`src/msc_pkg.sv`:
```
package msc_pkg;

  // ==========================================================
  // Sequence counter marks
  localparam logic [10:0] SEQ_IDLE       = 11'h000;
  localparam logic [10:0] SEQ_FIRST      = 11'h001;
  localparam logic [10:0] SEQ_LAST       = 11'h7ff;
  localparam logic [10:0] PRE_ZI_60      = 11'h06f;
  localparam logic [10:0] PRE_ZI_50      = 11'h001;
  localparam logic [10:0] INT_LEN_60     = 11'h221;
  localparam logic [10:0] INT_LEN_50     = 11'h28f;
  localparam logic [10:0] X8_LEN         = 11'h008;
  localparam logic [10:0] FINE_DEINT_MAX = 11'h03c;
  localparam logic [10:0] POST_ZI_LEN    = 11'h014;
  localparam logic [10:0] SLOT_LEN       = X8_LEN + FINE_DEINT_MAX;
  localparam logic [10:0] DEINT4_END     = SEQ_IDLE - POST_ZI_LEN;
  localparam logic [10:0] DEINT1_END     = DEINT4_END - SLOT_LEN - SLOT_LEN - SLOT_LEN;

  // ==========================================================
  // Results counter
  localparam int          RES_W      = 20;
  localparam logic [19:0] STEP_D1    = 20'h00200;
  localparam logic [19:0] STEP_D2    = 20'h00040;
  localparam logic [19:0] STEP_D3    = 20'h00008;
  localparam logic [19:0] STEP_D4    = 20'h00001;
  localparam logic [19:0] HARD_LIMIT = 20'h558e8;
  localparam logic [19:0] RES_RST    = 20'h00000;

  // ==========================================================
  // Register map
  localparam int         ADDR_W      = 8;
  localparam logic [7:0] REG_CMD     = 8'h00;
  localparam logic [7:0] REG_PORT    = 8'h04;
  localparam logic [7:0] REG_SEQ     = 8'h08;
  localparam int         CMD_START   = 7;
  localparam int         CMD_FREQ    = 6;
  localparam int         CMD_SEL_LSB = 0;
  localparam logic [1:0] SEL_LO      = 2'h0;
  localparam logic [1:0] SEL_HI      = 2'h1;
  localparam logic [1:0] SEL_STATUS  = 2'h2;
  localparam logic [1:0] SEL_RST     = 2'h0;
  localparam int         STS_INT     = 3;
  localparam int         STS_EOC     = 4;
  localparam int         STS_COLL    = 5;
  localparam int         STS_SIGN    = 6;
  localparam logic [1:0] RESP_OKAY   = 2'h0;
  localparam logic [1:0] RESP_SLVERR = 2'h2;

  // ==========================================================
  // Conversion phases
  typedef enum logic [6:0] {
    ST_IDLE  = 7'h01,
    ST_PRE   = 7'h02,
    ST_INT   = 7'h04,
    ST_DEINT = 7'h08,
    ST_REST  = 7'h10,
    ST_X8    = 7'h20,
    ST_POST  = 7'h40
  } msc_state_t;

endpackage

```
`src/msc_sync2.sv`:
```
`timescale 1ns/100ps
module msc_sync2 (
  input  wire logic clk,
  input  wire logic sys_rst,
  input  wire logic async_in,
  output logic      sync_out
);
  typedef struct packed {
    logic s1;
    logic s2;
  } msc_sync_t;

  msc_sync_t r;
  msc_sync_t next_r;

  always_comb begin
    next_r.s1 = async_in;
    next_r.s2 = r.s1;
  end

  always_ff @(posedge clk) begin
    if (sys_rst) begin
      r <= '0;
    end else begin
      r <= next_r;
    end
  end

  assign sync_out = r.s2;
endmodule // msc_sync2

```
`src/msc_results_acc.sv`:
```
`timescale 1ns/100ps
module msc_results_acc (
  input  wire logic        clk,
  input  wire logic        sys_rst,
  input  wire logic        clear,
  input  wire logic        count_en,
  input  wire logic        count_up,
  input  wire logic [1:0]  stage,
  output logic      [19:0] value
);
  typedef struct packed {
    logic [19:0] acc;
  } msc_acc_t;

  msc_acc_t r;
  msc_acc_t next_r;

  // Weighted step, clamped at the hard limit
  function automatic logic [19:0] sat_step(input logic [19:0] acc, input logic [19:0] step,
                                            input logic up);
    logic signed [20:0] sum;
    logic signed [20:0] lim;
    sum = up ? ($signed({acc[19], acc}) + $signed({1'b0, step}))
             : ($signed({acc[19], acc}) - $signed({1'b0, step}));
    lim = $signed({1'b0, msc_pkg::HARD_LIMIT});
    if (sum > lim) begin
      sat_step = msc_pkg::HARD_LIMIT;
    end else if (sum < -lim) begin
      sat_step = 20'h00000 - msc_pkg::HARD_LIMIT;
    end else begin
      sat_step = sum[19:0];
    end
  endfunction

  always_comb begin
    logic [19:0] step;
    step   = msc_pkg::STEP_D4;
    next_r = r;
    case (stage)
      2'h0: step = msc_pkg::STEP_D1;
      2'h1: step = msc_pkg::STEP_D2;
      2'h2: step = msc_pkg::STEP_D3;
      default: step = msc_pkg::STEP_D4;
    endcase
    // cleared on start
    if (clear) begin
      next_r.acc = msc_pkg::RES_RST;
    // up/down counting
    end else if (count_en) begin
      // saturate at limit
      next_r.acc = sat_step(r.acc, step, count_up);
    end
  end

  always_ff @(posedge clk) begin
    if (sys_rst) begin
      r.acc <= 20'h00000;
    end else begin
      r <= next_r;
    end
  end

  assign value = r.acc;
endmodule // msc_results_acc

```
`src/msc_sequencer.sv`:
```
// The AXI4-Lite register port and the placing of the registers were chosen for this implementation.
`timescale 1ns/100ps
// How it works
// A status read clears the collision flag to zero.
// No collision when result reads complete before the next latch.
// Host checks collision before and after reading both result registers.
// Sequence counter fixes integrate bounds; deintegrate ends early on zero crossing.
// Results counter counts up or down only while deintegrating.
// Counter steps are 512, 64, 8 and 1 in the four deintegrations.
// Counter value is copied to the results register at conversion end.
// Result saturates at plus or minus 350,440 counts.
// Host applies its own soft overrange below 279,040 raw counts.
// Integration lasts 545 counts at 60Hz and 655 at 50Hz.
// Integrator sign picks first deintegration polarity; rest follows the crossing.
// Rest runs from crossing until the phase's maximum count.
// Polarity is resampled before each later deintegration.
// A detected crossing stops deintegration at the next clock edge.
// Three times-eight residue phases give four deintegrations in total.
// Device stays in zero-integrate while idle until a start.
// Start adds 111 zero-integrate clocks at 60Hz, one at 50Hz.
// Twenty zero-integrate clocks close every conversion.
// Port read returns the register selected by the preceding command write.
// Host discards the first result after a gap over 2 seconds.
// Host uses 50Hz mode above 16 conversions per second.
// Conversion spans 2048 counts; done rises at 0000, falls at 0001.
// Line frequency bit 0 selects 60Hz timing, 1 selects 50Hz.
// Start bit begins one conversion; device halts at its end.
// Integrate flag is high exactly during the integrate phase.
// Results counter clears when a conversion starts.
module msc_sequencer (
  input  wire logic        clk,
  input  wire logic        sys_rst,
  input  wire logic [7:0]  s_axi_awaddr,
  input  wire logic        s_axi_awvalid,
  output logic             s_axi_awready,
  input  wire logic [31:0] s_axi_wdata,
  input  wire logic [3:0]  s_axi_wstrb,
  input  wire logic        s_axi_wvalid,
  output logic             s_axi_wready,
  output logic [1:0]       s_axi_bresp,
  output logic             s_axi_bvalid,
  input  wire logic        s_axi_bready,
  input  wire logic [7:0]  s_axi_araddr,
  input  wire logic        s_axi_arvalid,
  output logic             s_axi_arready,
  output logic [31:0]      s_axi_rdata,
  output logic [1:0]       s_axi_rresp,
  output logic             s_axi_rvalid,
  input  wire logic        s_axi_rready,
  input  wire logic        comp_in,
  output logic             zero_integrate_phase,
  output logic             integrate_phase,
  output logic             deint_phase,
  output logic             deint_ref_negative,
  output logic             rest_phase,
  output logic             residue_gain_phase,
  output logic             eoc,
  output logic             int_active
);

  // ==========================================================
  // State
  typedef struct packed {
    msc_pkg::msc_state_t st;
    logic [10:0]         seq;
    logic [1:0]          stage;
    logic                pol;
    logic                conv50;
    logic                line_freq_select;
    logic [1:0]          sel;
    logic                start_pend;
    logic [19:0]         result;
    logic                coll;
    logic                rd_lo;
    logic                rd_hi;
    logic                aw_held;
    logic [7:0]          aw_addr;
    logic                w_held;
    logic [31:0]         w_data;
    logic [3:0]          w_strb;
    logic                bvalid;
    logic [1:0]          bresp;
    logic                rvalid;
    logic [31:0]         rdata;
    logic [1:0]          rresp;
  } msc_regs_t;

  msc_regs_t   r;
  msc_regs_t   next_r;
  logic        comp_s;
  logic [19:0] acc_value;
  logic        acc_clear;
  logic        acc_en;
  logic        acc_up;
  logic        wr_fire;
  logic        rd_fire;

  // ==========================================================
  // Helpers
  function automatic logic [10:0] pre_len(input logic f50);
    pre_len = f50 ? msc_pkg::PRE_ZI_50 : msc_pkg::PRE_ZI_60;
  endfunction

  function automatic logic [10:0] int_last(input logic f50);
    // integrate length
    int_last = pre_len(f50) + (f50 ? msc_pkg::INT_LEN_50 : msc_pkg::INT_LEN_60);
  endfunction

  function automatic logic [10:0] deint_end(input logic [1:0] stg);
    deint_end = msc_pkg::DEINT1_END + 11'(msc_pkg::SLOT_LEN * {9'h000, stg});
  endfunction

  function automatic logic [7:0] status_byte(input msc_regs_t q);
    status_byte                    = 8'h00;
    status_byte[2:0]               = q.result[2:0];
    status_byte[msc_pkg::STS_INT]  = (q.st == msc_pkg::ST_INT);
    status_byte[msc_pkg::STS_EOC]  = (q.st == msc_pkg::ST_IDLE);
    status_byte[msc_pkg::STS_COLL] = q.coll;
    status_byte[msc_pkg::STS_SIGN] = q.result[19];
  endfunction

  // ==========================================================
  // Comparator and results counter
  msc_sync2 u_comp_sync (
    .clk      (clk),
    .sys_rst  (sys_rst),
    .async_in (comp_in),
    .sync_out (comp_s)
  );

  msc_results_acc u_acc (
    .clk      (clk),
    .sys_rst  (sys_rst),
    .clear    (acc_clear),
    .count_en (acc_en),
    .count_up (acc_up),
    .stage    (r.stage),
    .value    (acc_value)
  );

  // ==========================================================
  // Next state
  always_comb begin
    next_r    = r;
    acc_clear = 1'b0;
    acc_en    = 1'b0;
    acc_up    = r.pol ^ r.stage[0];
    wr_fire   = r.aw_held && r.w_held && !r.bvalid;
    rd_fire   = s_axi_arvalid && !r.rvalid;

    // Bus channel capture and release
    if (s_axi_awvalid && !r.aw_held) begin
      next_r.aw_held = 1'b1;
      next_r.aw_addr = s_axi_awaddr;
    end
    if (s_axi_wvalid && !r.w_held) begin
      next_r.w_held = 1'b1;
      next_r.w_data = s_axi_wdata;
      next_r.w_strb = s_axi_wstrb;
    end
    if (r.bvalid && s_axi_bready) begin
      next_r.bvalid = 1'b0;
    end
    if (r.rvalid && s_axi_rready) begin
      next_r.rvalid = 1'b0;
    end

    // Register reads
    if (rd_fire) begin
      next_r.rvalid = 1'b1;
      next_r.rresp  = msc_pkg::RESP_OKAY;
      next_r.rdata  = 32'h00000000;
      if (s_axi_araddr == msc_pkg::REG_CMD) begin
        next_r.rdata[msc_pkg::CMD_START] = r.start_pend;
        next_r.rdata[msc_pkg::CMD_FREQ]  = r.line_freq_select;
        next_r.rdata[msc_pkg::CMD_SEL_LSB +: 2] = r.sel;
      end else if (s_axi_araddr == msc_pkg::REG_PORT) begin
        // selected output register
        case (r.sel)
          msc_pkg::SEL_LO: begin
            next_r.rdata[7:0] = r.result[10:3];
            // read cycle tracking
            next_r.rd_lo      = !r.rd_hi;
            next_r.rd_hi      = 1'b0;
          end
          msc_pkg::SEL_HI: begin
            next_r.rdata[7:0] = r.result[18:11];
            next_r.rd_hi      = !r.rd_lo;
            next_r.rd_lo      = 1'b0;
          end
          msc_pkg::SEL_STATUS: begin
            next_r.rdata[7:0] = status_byte(r);
            // clear on status read
            next_r.coll       = 1'b0;
            next_r.rd_lo      = 1'b0;
            next_r.rd_hi      = 1'b0;
          end
          default: begin
            next_r.rdata[7:0] = 8'h00;
          end
        endcase
      end else if (s_axi_araddr == msc_pkg::REG_SEQ) begin
        next_r.rdata[10:0]  = r.seq;
        next_r.rdata[18:12] = r.st;
        next_r.rdata[21:20] = r.stage;
        next_r.rdata[24]    = r.pol;
      end else begin
        next_r.rresp = msc_pkg::RESP_SLVERR;
      end
    end

    // Conversion sequencer
    if (r.st != msc_pkg::ST_IDLE) begin
      // binary sequence counter
      next_r.seq = r.seq + 11'h001;
    end
    case (r.st)
      msc_pkg::ST_IDLE: begin
        // hold in zero-integrate
        // start one conversion
        if (r.start_pend) begin
          next_r.start_pend = 1'b0;
          // done falls at 0001
          next_r.seq        = msc_pkg::SEQ_FIRST;
          next_r.st         = msc_pkg::ST_PRE;
          next_r.conv50     = r.line_freq_select;
          next_r.stage      = 2'h0;
          // clear counter
          acc_clear         = 1'b1;
        end
      end
      msc_pkg::ST_PRE: begin
        // extra zero-integrate
        if (r.seq == pre_len(r.conv50)) begin
          next_r.st = msc_pkg::ST_INT;
        end
      end
      msc_pkg::ST_INT: begin
        // fixed integrate end
        if (r.seq == int_last(r.conv50)) begin
          next_r.st    = msc_pkg::ST_DEINT;
          // first polarity
          next_r.pol   = comp_s;
          next_r.stage = 2'h0;
        end
      end
      msc_pkg::ST_DEINT: begin
        // count while deintegrating
        // stage weighted step
        acc_en = 1'b1;
        if (r.seq == deint_end(r.stage) - 11'h001) begin
          next_r.st = (r.stage == 2'h3) ? msc_pkg::ST_POST : msc_pkg::ST_X8;
        // stop next edge
        end else if (comp_s != r.pol) begin
          // rest from crossing
          next_r.st = msc_pkg::ST_REST;
        end
      end
      msc_pkg::ST_REST: begin
        // rest to maximum
        if (r.seq == deint_end(r.stage) - 11'h001) begin
          next_r.st = (r.stage == 2'h3) ? msc_pkg::ST_POST : msc_pkg::ST_X8;
        end
      end
      msc_pkg::ST_X8: begin
        // residue gain then deintegrate
        if (r.seq == deint_end(r.stage) + msc_pkg::X8_LEN - 11'h001) begin
          next_r.st    = msc_pkg::ST_DEINT;
          next_r.stage = r.stage + 2'h1;
          // resample polarity
          next_r.pol   = comp_s;
        end
      end
      msc_pkg::ST_POST: begin
        // closing zero-integrate
        // R22 2048 count wrap
        if (r.seq == msc_pkg::SEQ_LAST) begin
          next_r.st     = msc_pkg::ST_IDLE;
          // latch result
          next_r.result = acc_value;
          // collision only mid-read
          if (r.rd_lo || r.rd_hi) begin
            next_r.coll = 1'b1;
          end
        end
      end
      default: begin
        next_r.st  = msc_pkg::ST_IDLE;
        next_r.seq = msc_pkg::SEQ_IDLE;
      end
    endcase

    // Register writes
    if (wr_fire) begin
      next_r.aw_held = 1'b0;
      next_r.w_held  = 1'b0;
      next_r.bvalid  = 1'b1;
      next_r.bresp   = msc_pkg::RESP_OKAY;
      if (r.aw_addr == msc_pkg::REG_CMD) begin
        if (r.w_strb[0]) begin
          // select next read
          next_r.sel = r.w_data[msc_pkg::CMD_SEL_LSB +: 2];
          // line frequency
          next_r.line_freq_select = r.w_data[msc_pkg::CMD_FREQ];
          if (r.w_data[msc_pkg::CMD_START]) begin
            next_r.start_pend = 1'b1;
          end
        end
      end else if (r.aw_addr == msc_pkg::REG_PORT) begin
        next_r.bresp = msc_pkg::RESP_OKAY;
      end else if (r.aw_addr == msc_pkg::REG_SEQ) begin
        next_r.bresp = msc_pkg::RESP_SLVERR;
      end else begin
        next_r.bresp = msc_pkg::RESP_SLVERR;
      end
    end
  end

  // ==========================================================
  // Registers
  always_ff @(posedge clk) begin
    if (sys_rst) begin
      r.st               <= msc_pkg::ST_IDLE;
      r.seq              <= msc_pkg::SEQ_IDLE;
      r.stage            <= 2'h0;
      r.pol              <= 1'b0;
      r.conv50           <= 1'b0;
      r.line_freq_select <= 1'b0;
      r.sel              <= msc_pkg::SEL_RST;
      r.start_pend       <= 1'b0;
      r.result           <= msc_pkg::RES_RST;
      r.coll             <= 1'b0;
      r.rd_lo            <= 1'b0;
      r.rd_hi            <= 1'b0;
      r.aw_held          <= 1'b0;
      r.aw_addr          <= 8'h00;
      r.w_held           <= 1'b0;
      r.w_data           <= 32'h00000000;
      r.w_strb           <= 4'h0;
      r.bvalid           <= 1'b0;
      r.bresp            <= msc_pkg::RESP_OKAY;
      r.rvalid           <= 1'b0;
      r.rdata            <= 32'h00000000;
      r.rresp            <= msc_pkg::RESP_OKAY;
    end else begin
      r <= next_r;
    end
  end

  // ==========================================================
  // Outputs
  assign s_axi_awready        = !r.aw_held;
  assign s_axi_wready         = !r.w_held;
  assign s_axi_bvalid         = r.bvalid;
  assign s_axi_bresp          = r.bresp;
  assign s_axi_arready        = !r.rvalid;
  assign s_axi_rvalid         = r.rvalid;
  assign s_axi_rdata          = r.rdata;
  assign s_axi_rresp          = r.rresp;

  assign zero_integrate_phase = (r.st == msc_pkg::ST_IDLE) || (r.st == msc_pkg::ST_PRE)
                                || (r.st == msc_pkg::ST_POST);
  // integrate flag
  assign integrate_phase      = (r.st == msc_pkg::ST_INT);
  assign int_active           = (r.st == msc_pkg::ST_INT);
  assign deint_phase          = (r.st == msc_pkg::ST_DEINT);
  assign deint_ref_negative   = r.pol;
  assign rest_phase           = (r.st == msc_pkg::ST_REST);
  assign residue_gain_phase   = (r.st == msc_pkg::ST_X8);
  // done at count 0000
  assign eoc                  = (r.st == msc_pkg::ST_IDLE);

endmodule // msc_sequencer

```
`config.mk`:
```
export PLATFORM = sky130hd
export DESIGN_NAME = msc_sequencer
export DESIGN_NICKNAME = d
export VERILOG_FILES = /design/src/msc_pkg.sv /design/src/msc_sync2.sv /design/src/msc_results_acc.sv /design/src/msc_sequencer.sv
export SDC_FILE = /design/constraint.sdc
export NUM_CORES = 1
export LEC_CHECK = 0
export BUFFER_PORTS_ARGS = -buffer_cell sky130_fd_sc_hd__buf_2
export CAP_MARGIN = 10
export CORE_MARGIN = 5
export CORE_UTILIZATION = 52
export DETAILED_ROUTE_END_ITERATION = 8
export GPL_ROUTABILITY_DRIVEN = 0
export GPL_TIMING_DRIVEN = 0
export PLACE_DENSITY = 0.74
export SYNTH_ARGS = -nofsm -noshare
export SYNTH_HDL_FRONTEND = slang
export SYNTH_HIERARCHICAL = 1
export SYNTH_SLANG_ARGS = --single-unit
```
`constraint.sdc`:
```
create_clock -name clk -period 3.65 [get_ports clk]
set_input_delay 0.1825 -clock clk [delete_from_list [all_inputs] [get_ports clk]]
set_output_delay 0.1825 -clock clk [all_outputs]
set_load 0.02 [all_outputs]
```
# After elaboration in Yosys (flattened, before gate mapping)
# Cells that the tools add are included.
# totals
register_bits	117
inputBits	60
output_inout_bits	49
elab_cells	167
# op_classes
add_sub_neg	9
mul	1
order_cmp	2
eq_ne	29
n_mux	64
bitwise_logic	2
n_reduce_logical	35
# ops
cell	count
two-way mux 7 bit	12
two-way mux 20 bit	3
one-hot mux 7 bit (7 select lines)	1
== test 11 bit	4
two-way mux 35 bit	1
one-hot mux 10 bit (3 select lines)	1
two-way mux 3 bit	8
one-hot mux 8 bit (3 select lines)	1
two-way mux 11 bit	2
one-hot mux 11 bit (2 select lines)	1
subtractor 11 x 1 -> 11 bit, second input constant	2
adder 20 x 11 -> 21 bit	1
> comparator 21 x 20 -> 1 bit, second input constant	1
< comparator 21 x 20 -> 1 bit, second input constant	1
two-way mux 21 bit	1
subtractor 20 x 11 -> 21 bit	1
two-way mux 2 bit	10
two-way mux 1 bit	17
== test 8 x 3 -> 1 bit, second input constant	2
zero test 8 bit	2
two-way mux 8 bit	2
one-hot mux 2 bit (3 select lines)	2
adder 11 x 1 -> 11 bit, second input constant	1
adder 11 x 4 -> 11 bit, second input constant	1
36 further kinds	64

# Longest topological paths before layout
# Gate-level depths: netlist of the first run.
# depth
ltp_word	8
mapped_depth	18
ltp_nobuf	14

# Cells and area by module
# Netlist of the first run, hierarchy kept.
# by_module_without_submodules
module	instances	cells_each	area_per_inst_um2	seq_area_each_um2
msc_sequencer	1	551	4525.6	1781.7
msc_results_acc	1	333	2601.2	400.4
msc_sync2	1	4	52.6	40.0

# Worst setup path after synthesis of the first run
# OpenSTA, ideal clock, no wires.
# synth_path
kind	flip-flop to flip-flop
from	reg r (netlist bit deint_ref_negative)
to	reg u_acc.r (netlist bit u_acc/value[10])
arrival_ps	3767
required_time_ps	3592
slack_ps	-175
path_stages_with_launch	16
cell_sequence	dfxtp_1 > xor2_1 > buf_6 > inv_1 > ha_1 > a211oi_1 > a21oi_1 > nor3b_1 > a2111oi_0 > nand3_1 > or2_2 > o22ai_2 > o31ai_4 > buf_6 > a2111oi_2 > o21a_1
# synth_between
elab_chain_cells	5
word_cells_on_any_way	6
# synth_rtl
item	line_no	text
start, declared	msc_sequencer.sv:88	msc_regs_t r;
start signal, assigned	msc_sequencer.sv:346	r <= next_r;
XOR 1 bit *	msc_sequencer.sv:147	acc_up = r.pol ^ r.stage[0];
via acc_up	msc_sequencer.sv:94	logic acc_up;
two-way mux 21 bit *	msc_results_acc.sv:23	sum = up ? ($signed({acc[19], acc}) + $signed({1'b0, step}))
< comparator 21 x 20 -> 1 bit	msc_results_acc.sv:28	end else if (sum < -lim) begin
two-way mux 20 bit	msc_results_acc.sv:28	
two-way mux 20 bit *	msc_results_acc.sv:26	if (sum > lim) begin
end signal, assigned	msc_results_acc.sv:59	r <= next_r;
end, declared	msc_results_acc.sv:15	msc_acc_t r;
# The timed path passes the listed nets; every way through them passes the cells marked *.
# A chain may end at the register's enable or synchronous reset.

# Worst setup path after layout of the first run
# layout_path
from	reg, netlist name r[113]
to	reg u_acc.r (netlist bit u_acc/value[1])
# layout_between
word_cells_on_any_way	12
# layout_rtl
item	line_no
XOR 1 bit *	msc_sequencer.sv:147
via acc_up	msc_sequencer.sv:94
two-way mux 21 bit *	msc_results_acc.sv:23
< comparator 21 x 20 -> 1 bit	msc_results_acc.sv:28
two-way mux 20 bit	msc_results_acc.sv:28
two-way mux 20 bit *	msc_results_acc.sv:26
# Marked as above.

==> flow_summary_export.csv, run 1 <==
group,metric,value,unit
placed_design,portBuffers,63,
cells_and_area,final.fill_count,1194,
setup_path,startpoint_type,"flop",
hold_path,min_path_cells,2,
sta,tightest_slew,0.851,ns
floorplan,rows,43,
detailed_routing,wl_per_cell,17.7,um
setup_path,critPathKind,"reg -> reg",
setup_path,path_max_fanout,7,
detailed_routing,via_per_inst,6.04,
yosys,ys_ff_latch,111,
power_and_ir_drop,power_frac_comb,6.2,%
cts,clk_latency,0.35,ns
setup_path,cp_data_required_time,3.89,ns
cells_and_area,area_delta_synth_final,23.0,%
yosys,synth-edff-count,0,
run_status,outcome,"finished, violations left",
setup_path,crit_chain,"xor2_2 -> buf_6 -> nand3b_1 -> xnor2_2 -> ha_2 -> o21a_4 -> o311a_4 -> a21o_1 -> a311o_1 -> or2_4 -> nor4_4 -> o2111a_2 -> buf_6 -> nor3_4 -> buf_6 -> a31o_1",
cells_and_area,design_area,0.00883,mm^2
cells_and_area,layout_common_cells,"dfxtp_1, nor2_1, nand2_1",
yosys,synth_top_area_cell,"dfxtp_1",
sta,slew_violations,0,
sta,clock_skew,0.00794,ns
cts,clk_path_buf_depth,2,
power_and_ir_drop,powerDensity,278,mW/mm^2
yosys,synth_top_family_by_area,"compound AO/OA/AOI/OAI gates",
setup_path,r2r_start,"r[113]",
detailed_routing,routed_wirelength,20900,um
yosys,synthTopCellsByArea,"dfxtp_1, a21oi_1, nor2_1",
setup_path,path_delay_family,"compound AO/OA/AOI/OAI gates",
floorplan,fp.dieW,128,um
cts,root_buffer,"clkbuf_16",
cts,cts_max_level,3,
setup_path,reg2reg_slack,-0.14,ns
sta,setup-violations-final,18,
detailed_routing,first_iter_violations,748,
sta,finalCritPeriodShare,104,%
yosys,synthMuxAreaShare,2.95,%
setup_path,path_buf_inv,3,
power_and_ir_drop,power.internal,0.00190,W
run_status,violations,"setup timing",
power_and_ir_drop,peakVddDrop,0.224,mV
yosys,synth_compound_area_share,24.5,%
placed_design,dp_hpwl,14600,um
cts,cts_tree,"yes",
yosys,synth_xor_area_share,3.17,%
sta,finalWorstSetupSlack,-0.136,ns
setup_path,r2r_cells,16,
yosys,syn_inst,888,
hold_path,holdCritPathClass,"in -> reg",
yosys,synth_top_area_share,31.0,%
floorplan,die_y,128,um
power_and_ir_drop,seq_power_share,50.4,%
global_routing,grt_max_degree,18,
cells_and_area,antenna_cells,0,
job,cap_violations,0,
setup_path,cpPeakStageDelay,0.38,ns
setup_path,worst_path_max_delay_cell,"o311a_4",
cts,path_clk_slew,0.07,ns
detailed_routing,drt_first_pass_iters,6,
sta,fin_crit,3.79,ns
setup_path,end_kind,"flop",
yosys,syn-cell-area,0.00718,mm^2
sta,fmax,0.264,GHz
setup_path,rr_endpoint,"u_acc/value[1]",
yosys,yosysSeqAreaShare,31.0,%
detailed_routing,dr_total_vias,7148,
floorplan,dieArea,0.0163,mm^2
global_routing,antenna_found_initial,0,
yosys,synth_cell_type_count,97,
yosys,yosys.area_share.adder,4.50,%
yosys,synth_ff_type,"dfxtp_1",
sta,rsz0062_at_grt,"yes",
placed_design,place_area,0.00779,mm^2
global_routing,grt_pass1_wl,33200,um
sta,setup_tns,-1.53,ns
setup_path,crit_top_cell,"buf_6",
power_and_ir_drop,p_switching,0.000551,W
sta,whs,0.00785,ns
sta,hold_viol,0,
yosys,yosys.area_share.simple,24.5,%
global_routing,overflow,0,
cts,clkSinkCount,111,
sta,max_slew_margin,43.1,%
power_and_ir_drop,p_clk_share,43.4,%
cells_and_area,drive_gt1_share,26.4,%
yosys,async_reset_ff_share,0,%
floorplan,start_util,52.3,%
floorplan,coreArea,0.0137,mm^2
cells_and_area,fin_nets,1085,
global_routing,grt_pass1_vias,6730,
power_and_ir_drop,p_leak,3.54,nW
cts,numCtsBuffers,9,
yosys,yosys_warnings,6,
setup_path,worstPathArrival,4.03,ns
cts,cts_hold_buf,0,
yosys,syn_avg_cell_area,8.08,um^2
power_and_ir_drop,swShare,22.5,%
cells_and_area,final_common_cell,"dfxtp_1",
detailed_routing,ant_nets,0,
hold_path,hp-start,"s_axi_rready",
global_routing,grt.total_usage,24.7,%
detailed_routing,drc_errors,0,
floorplan,io_pins,109,
hold_path,min_to,"s_axi_rvalid",
==> metrics by stage <==
| step | std cells | setup WS, ns | util, % | power [W] |
|---|---|---|---|---|
| final | 1184 | -0.136 | 64.4 | 0.00245 |
| after global routing | 1184 | -0.211 | 64.4 | 0.00253 |
| after CTS | 1179 | -0.0235 | 62.8 | 0.00246 |
| after detailed placement | 1143 | -0.852 | 56.8 | 0.00142 |
| after global placement | 1143 | -0.730 | 56.8 | 0.00142 |
| after floorplan | 900 | 0.0234 | - | 0.00137 |
==> power by group through the flow <==
stage                     combinational [W]  clock, W  sequential [W]
after floorplan                    0.000104         0         0.00127
after global placement             0.000150         0         0.00127
after detailed placement           0.000152         0         0.00127
after CTS                          0.000153   0.00107         0.00124
after global routing               0.000168   0.00112         0.00124
final                              0.000153   0.00106         0.00124
==> cells by family (layout without fill, tap and decap cells) <==
group | Yosys count | in the layout
other | 1 | 13
XOR/XNOR | 23 | 23
multiplexers | 21 | 21
flip-flops | 111 | 111
AND/OR/NAND/NOR | 343 | 343
buffers and inverters | 124 | 228
AO/OA/AOI/OAI | 239 | 239
adder cells (fa/ha/maj) | 26 | 26
==> worst reg2reg max path: cells and delay by family (launching register included) <==
family          cells  cell delay [ns]
compound gates      6             1.55
simple gates        4             0.80
buf+inv             3             0.44
flops               1             0.36
xor+xnor            2             0.33
fa+ha+maj           1             0.22
==> registers in the layout, indices dropped and copies added (netlist names) <==
| signal | count |
|---|---|
| s_axi_bresp | 1 |
| r | 63 |
| u_comp_sync/sync_out | 1 |
| s_axi_rvalid | 1 |
| u_comp_sync/next_r | 1 |
| s_axi_rresp | 1 |
| deint_ref_negative | 1 |
| u_acc/value | 20 |
| s_axi_bvalid | 1 |
| s_axi_rdata | 21 |
==> worst max path at each step <==
stage,start,endpoint,slack (ns),cells after the start
2_1_floorplan,deint_ref_negative,u_acc/value[10],0.02,15
5_1_grt,r[113],u_acc/value[10],-0.21,17
3_5_place_dp,r[113],u_acc/value[0],-0.85,16
4_1_cts,r[113],u_acc/value[0],-0.02,16
3_3_place_gp,r[113],u_acc/value[0],-0.73,16
6_report,r[113],u_acc/value[1],-0.14,16
==> synthesized netlist by cell type, types with 9 or more instances <==
cell and number:
dfxtp_1 111, nor2_1 92, nand2_1 82, a21oi_1 69
buf_4 40, clkbuf_1 37, o21ai_0 31, inv_1 27
nor3_1 26, ha_1 25, nand3_1 22, mux2i_1 20
nor2b_1 18, a22oi_1 15, nor4_1 14, a211oi_1 13
nand3b_1 11, xnor2_1 11, a21o_1 10, xor2_1 10
o21a_1 9
==> final cells by class <==
cell class | count | area (um^2) | share of cell area [%]
buffer | 89 | 549 | 6.22
multi-input combinational | 665 | 4800 | 54.4
clock inverter | 5 | 81.3 | 0.921
inverter | 28 | 109 | 1.23
timing repair buffer | 96 | 591 | 6.69
tap | 180 | 225 | 2.55
sequential | 111 | 2230 | 25.3
clock buffer | 10 | 239 | 2.71
==> layer usage <==
| metal | vias to the layer above | share of wire [%] | GRT usage (%) | routed length (um) |
|---|---|---|---|---|
| li1 | 3397 | - | - | - |
| met1 | 3375 | 41 | 31.5 | 8530 |
| met2 | 306 | 49 | 42.5 | 10200 |
| met3 | 70 | 6.8 | 3.43 | 1420 |
| met4 | 0 | 3.6 | 9.15 | 756 |
| met5 | - | 0 | 0 | 0 |
==> what timing repair did <==
action                                 CTS  global route
setup buffers                           26             5
endpoints found under the hold margin    0             0
cloned                                   2             0
gates resized for setup                 68            33
setup endpoints to repair               19            18
pin swaps                               28            20
(Power assumes the default switching activity.)
==> inputs of run 2 (changes only) <==
- CORE_UTILIZATION: 52 -> 54
- CTS_BUF_LIST: default -> sky130_fd_sc_hd__clkbuf_2
- PLACE_DENSITY: 0.74 -> 0.76
==> run 2 against run 1 <==
  * The run still ends with setup timing left
  * Clock skew up 0.037 ns
  * Critical path depth unchanged
  * Wire length is 2.4% lower
  * Critical path type unchanged
  * Critical endpoint is now u_acc/value[8]
==> flow_summary_export.csv, run 2 (same netlist as run 1, synthesis figures left out) <==
group,metric,value,unit
detailed_routing,drt_first_pass_iters,6,
power_and_ir_drop,peakVddDrop,0.248,mV
floorplan,io_pins,109,
sta,finalWorstSetupSlack,-0.155,ns
setup_path,cp_data_required_time,4.23,ns
cells_and_area,design_area,0.00898,mm^2
cells_and_area,final_common_cell,"dfxtp_1",
global_routing,antenna_found_initial,1,
power_and_ir_drop,p_leak,3.63,nW
power_and_ir_drop,powerDensity,219,mW/mm^2
global_routing,grt_max_degree,18,
sta,setup-violations-final,18,
detailed_routing,routed.top_layer,"met5",
cells_and_area,top_register,"r",
setup_path,worst_path_max_delay_cell,"dfxtp_4",
detailed_routing,drc_errors,0,
sta,whs,0.100,ns
run_status,outcome,"finished, violations left",
cells_and_area,drive_gt1_share,27.2,%
sta,tightest_slew,0.823,ns
cells_and_area,layout_common_cells,"dfxtp_1, nor2_1, nand2_1",
detailed_routing,wl_met3,1260,um
floorplan,fp.dieW,125,um
cells_and_area,fin_nets,1116,
setup_path,cpPeakStageDelay,0.42,ns
cts,cts_tree,"yes",
cells_and_area,largest_reg_flops,63,
sta,slew_violations,0,
cts,clk_latency,0.60,ns
setup_path,path_delay_family,"compound AO/OA/AOI/OAI gates",
cts,cts_max_level,3,
setup_path,path_max_fanout,5,
floorplan,dieArea,0.0157,mm^2
setup_path,crit_top_cell,"buf_4",
detailed_routing,first_iter_violations,754,
sta,rsz0062_at_grt,"yes",
run_status,violations,"setup timing",
setup_path,worstPathArrival,4.39,ns
sta,finalCritPeriodShare,104,%
detailed_routing,ant_nets,0,
cells_and_area,fin_cells,1212,
setup_path,startpoint_type,"flop",
cts,clk_path_buf_depth,2,
setup_path,end_kind,"flop",
placed_design,portBuffers,63,
sta,fmax,0.263,GHz
cts,path_clk_slew,0.29,ns
sta,hold_viol,0,
floorplan,start_util,54.6,%
detailed_routing,wl_met1,8790,um
detailed_routing,dr_total_vias,7121,
cts,numCtsBuffers,9,
placed_design,place_ws,-0.830,ns
placed_design,place_area,0.00778,mm^2
global_routing,grt_pass1_wl,32500,um
job,cap_violations,0,
cts,root_buffer,"clkbuf_2",
detailed_routing,dr_wl_met2,9760,um
placed_design,dp_cells,1139,
power_and_ir_drop,fin_total_pwr,0.00197,W
setup_path,path_buf_inv,3,
detailed_routing,routed_wirelength,20400,um
sta,max_slew_margin,44.7,%
global_routing,grt_pass1_vias,6645,
cells_and_area,area_delta_synth_final,25.1,%
placed_design,dp_hpwl,14000,um
cts,clkSinkCount,111,
detailed_routing,wl_per_cell,16.8,um
floorplan,die_y,125,um
sta,clock_skew,0.0446,ns
hold_path,holdCritPathClass,"in -> reg",
cells_and_area,antenna_cells,0,
floorplan,rows,42,
detailed_routing,via_per_inst,5.88,
floorplan,coreArea,0.0131,mm^2
sta,fin_crit,3.81,ns
global_routing,grt.total_usage,24.7,%
setup_path,critPathKind,"reg -> reg",
global_routing,overflow,0,
setup_path,crit_chain,"xor2_2 -> buf_6 -> nand3b_1 -> xnor2_1 -> ha_2 -> o21a_4 -> o311a_4 -> buf_4 -> a211oi_4 -> xnor2_2 -> and3_1 -> a311oi_2 -> o31ai_4 -> buf_4 -> a2111oi_4 -> o21a_1",
[run 2: changes by cell type in the layout (fill, tap and decap cells not counted), moves of 9 or more]
cell           previous run  this run
buf_4                    69        78
clkbuf_16                 9         0
clkbuf_2                  0        10
dlygate4sd3_1             0        23
[run 2: routing by layer]
| metal | vias up | global-route usage [%] |
|---|---|---|
| li1 | 3461 | - |
| met1 | 3360 | 31.7 |
| met2 | 249 | 41.0 |
| met3 | 49 | 5.63 |
| met4 | 2 | 8.42 |
| met5 | - | 0 |
[run 2: area by class of cell]
cell class | count | area [um^2]
multi-input combinational | 665 | 4870
fill | 1116 | 4160
sequential | 111 | 2230
timing repair buffer | 128 | 891
buffer | 88 | 546
tap | 176 | 220
inverter | 28 | 109
clock inverter | 6 | 61.3
clock buffer | 10 | 50.0
[run 2: worst reg2reg max path, delay by kind of cell (launching register included)]
kind | cells | cell delay, ns
and+or+nand+nor | 2 | 0.36
AOI/OAI and AO/OA | 7 | 1.87
DFF | 1 | 0.42
xor gates and xnor gates | 3 | 0.46
adders and majority gates | 1 | 0.23
buffers and inverters | 3 | 0.46
[run 2: power by group]
part	leakage (nW)	internal, W	switching (W)
combinational	2.65	0.0000744	0.0000961
sequential	0.901	0.00123	0.00000970
clock	0.0717	0.000159	0.000396
[run 2: stage by stage]
step / util, % / setup TNS [ns]
CTS: 66.8 / -0.170
global route: 68.4 / -4.26
global placement: 59.2 / -12.74
floorplan: - / 0
detailed placement: 59.2 / -13.41
finish: 68.4 / -1.37
[run 2: repair_timing]
| item | in CTS | in global routing |
|---|---|---|
| buffers inserted | 31 | 8 |
| resized for setup | 80 | 26 |
| cloned | 3 | 0 |
| hold buffers | 23 | 0 |
| hold endpoints to repair | 24 | 0 |
| setup endpoints to repair | 20 | 19 |
| pin swaps | 38 | 20 |
[run 2: path summary, 6_finish.rpt]
path / cells after the start / endpoint / slack, ns / start
worst max register to register: 16 / u_acc/value[8] / -0.16 / r[113]
worst max-delay path: 16 / u_acc/value[8] / -0.16 / r[113]
worst min register to register: 1 / u_comp_sync/sync_out / 0.44 / u_comp_sync/next_r[0]
worst min-delay path: 5 / r[86] / 0.10 / s_axi_araddr[6]
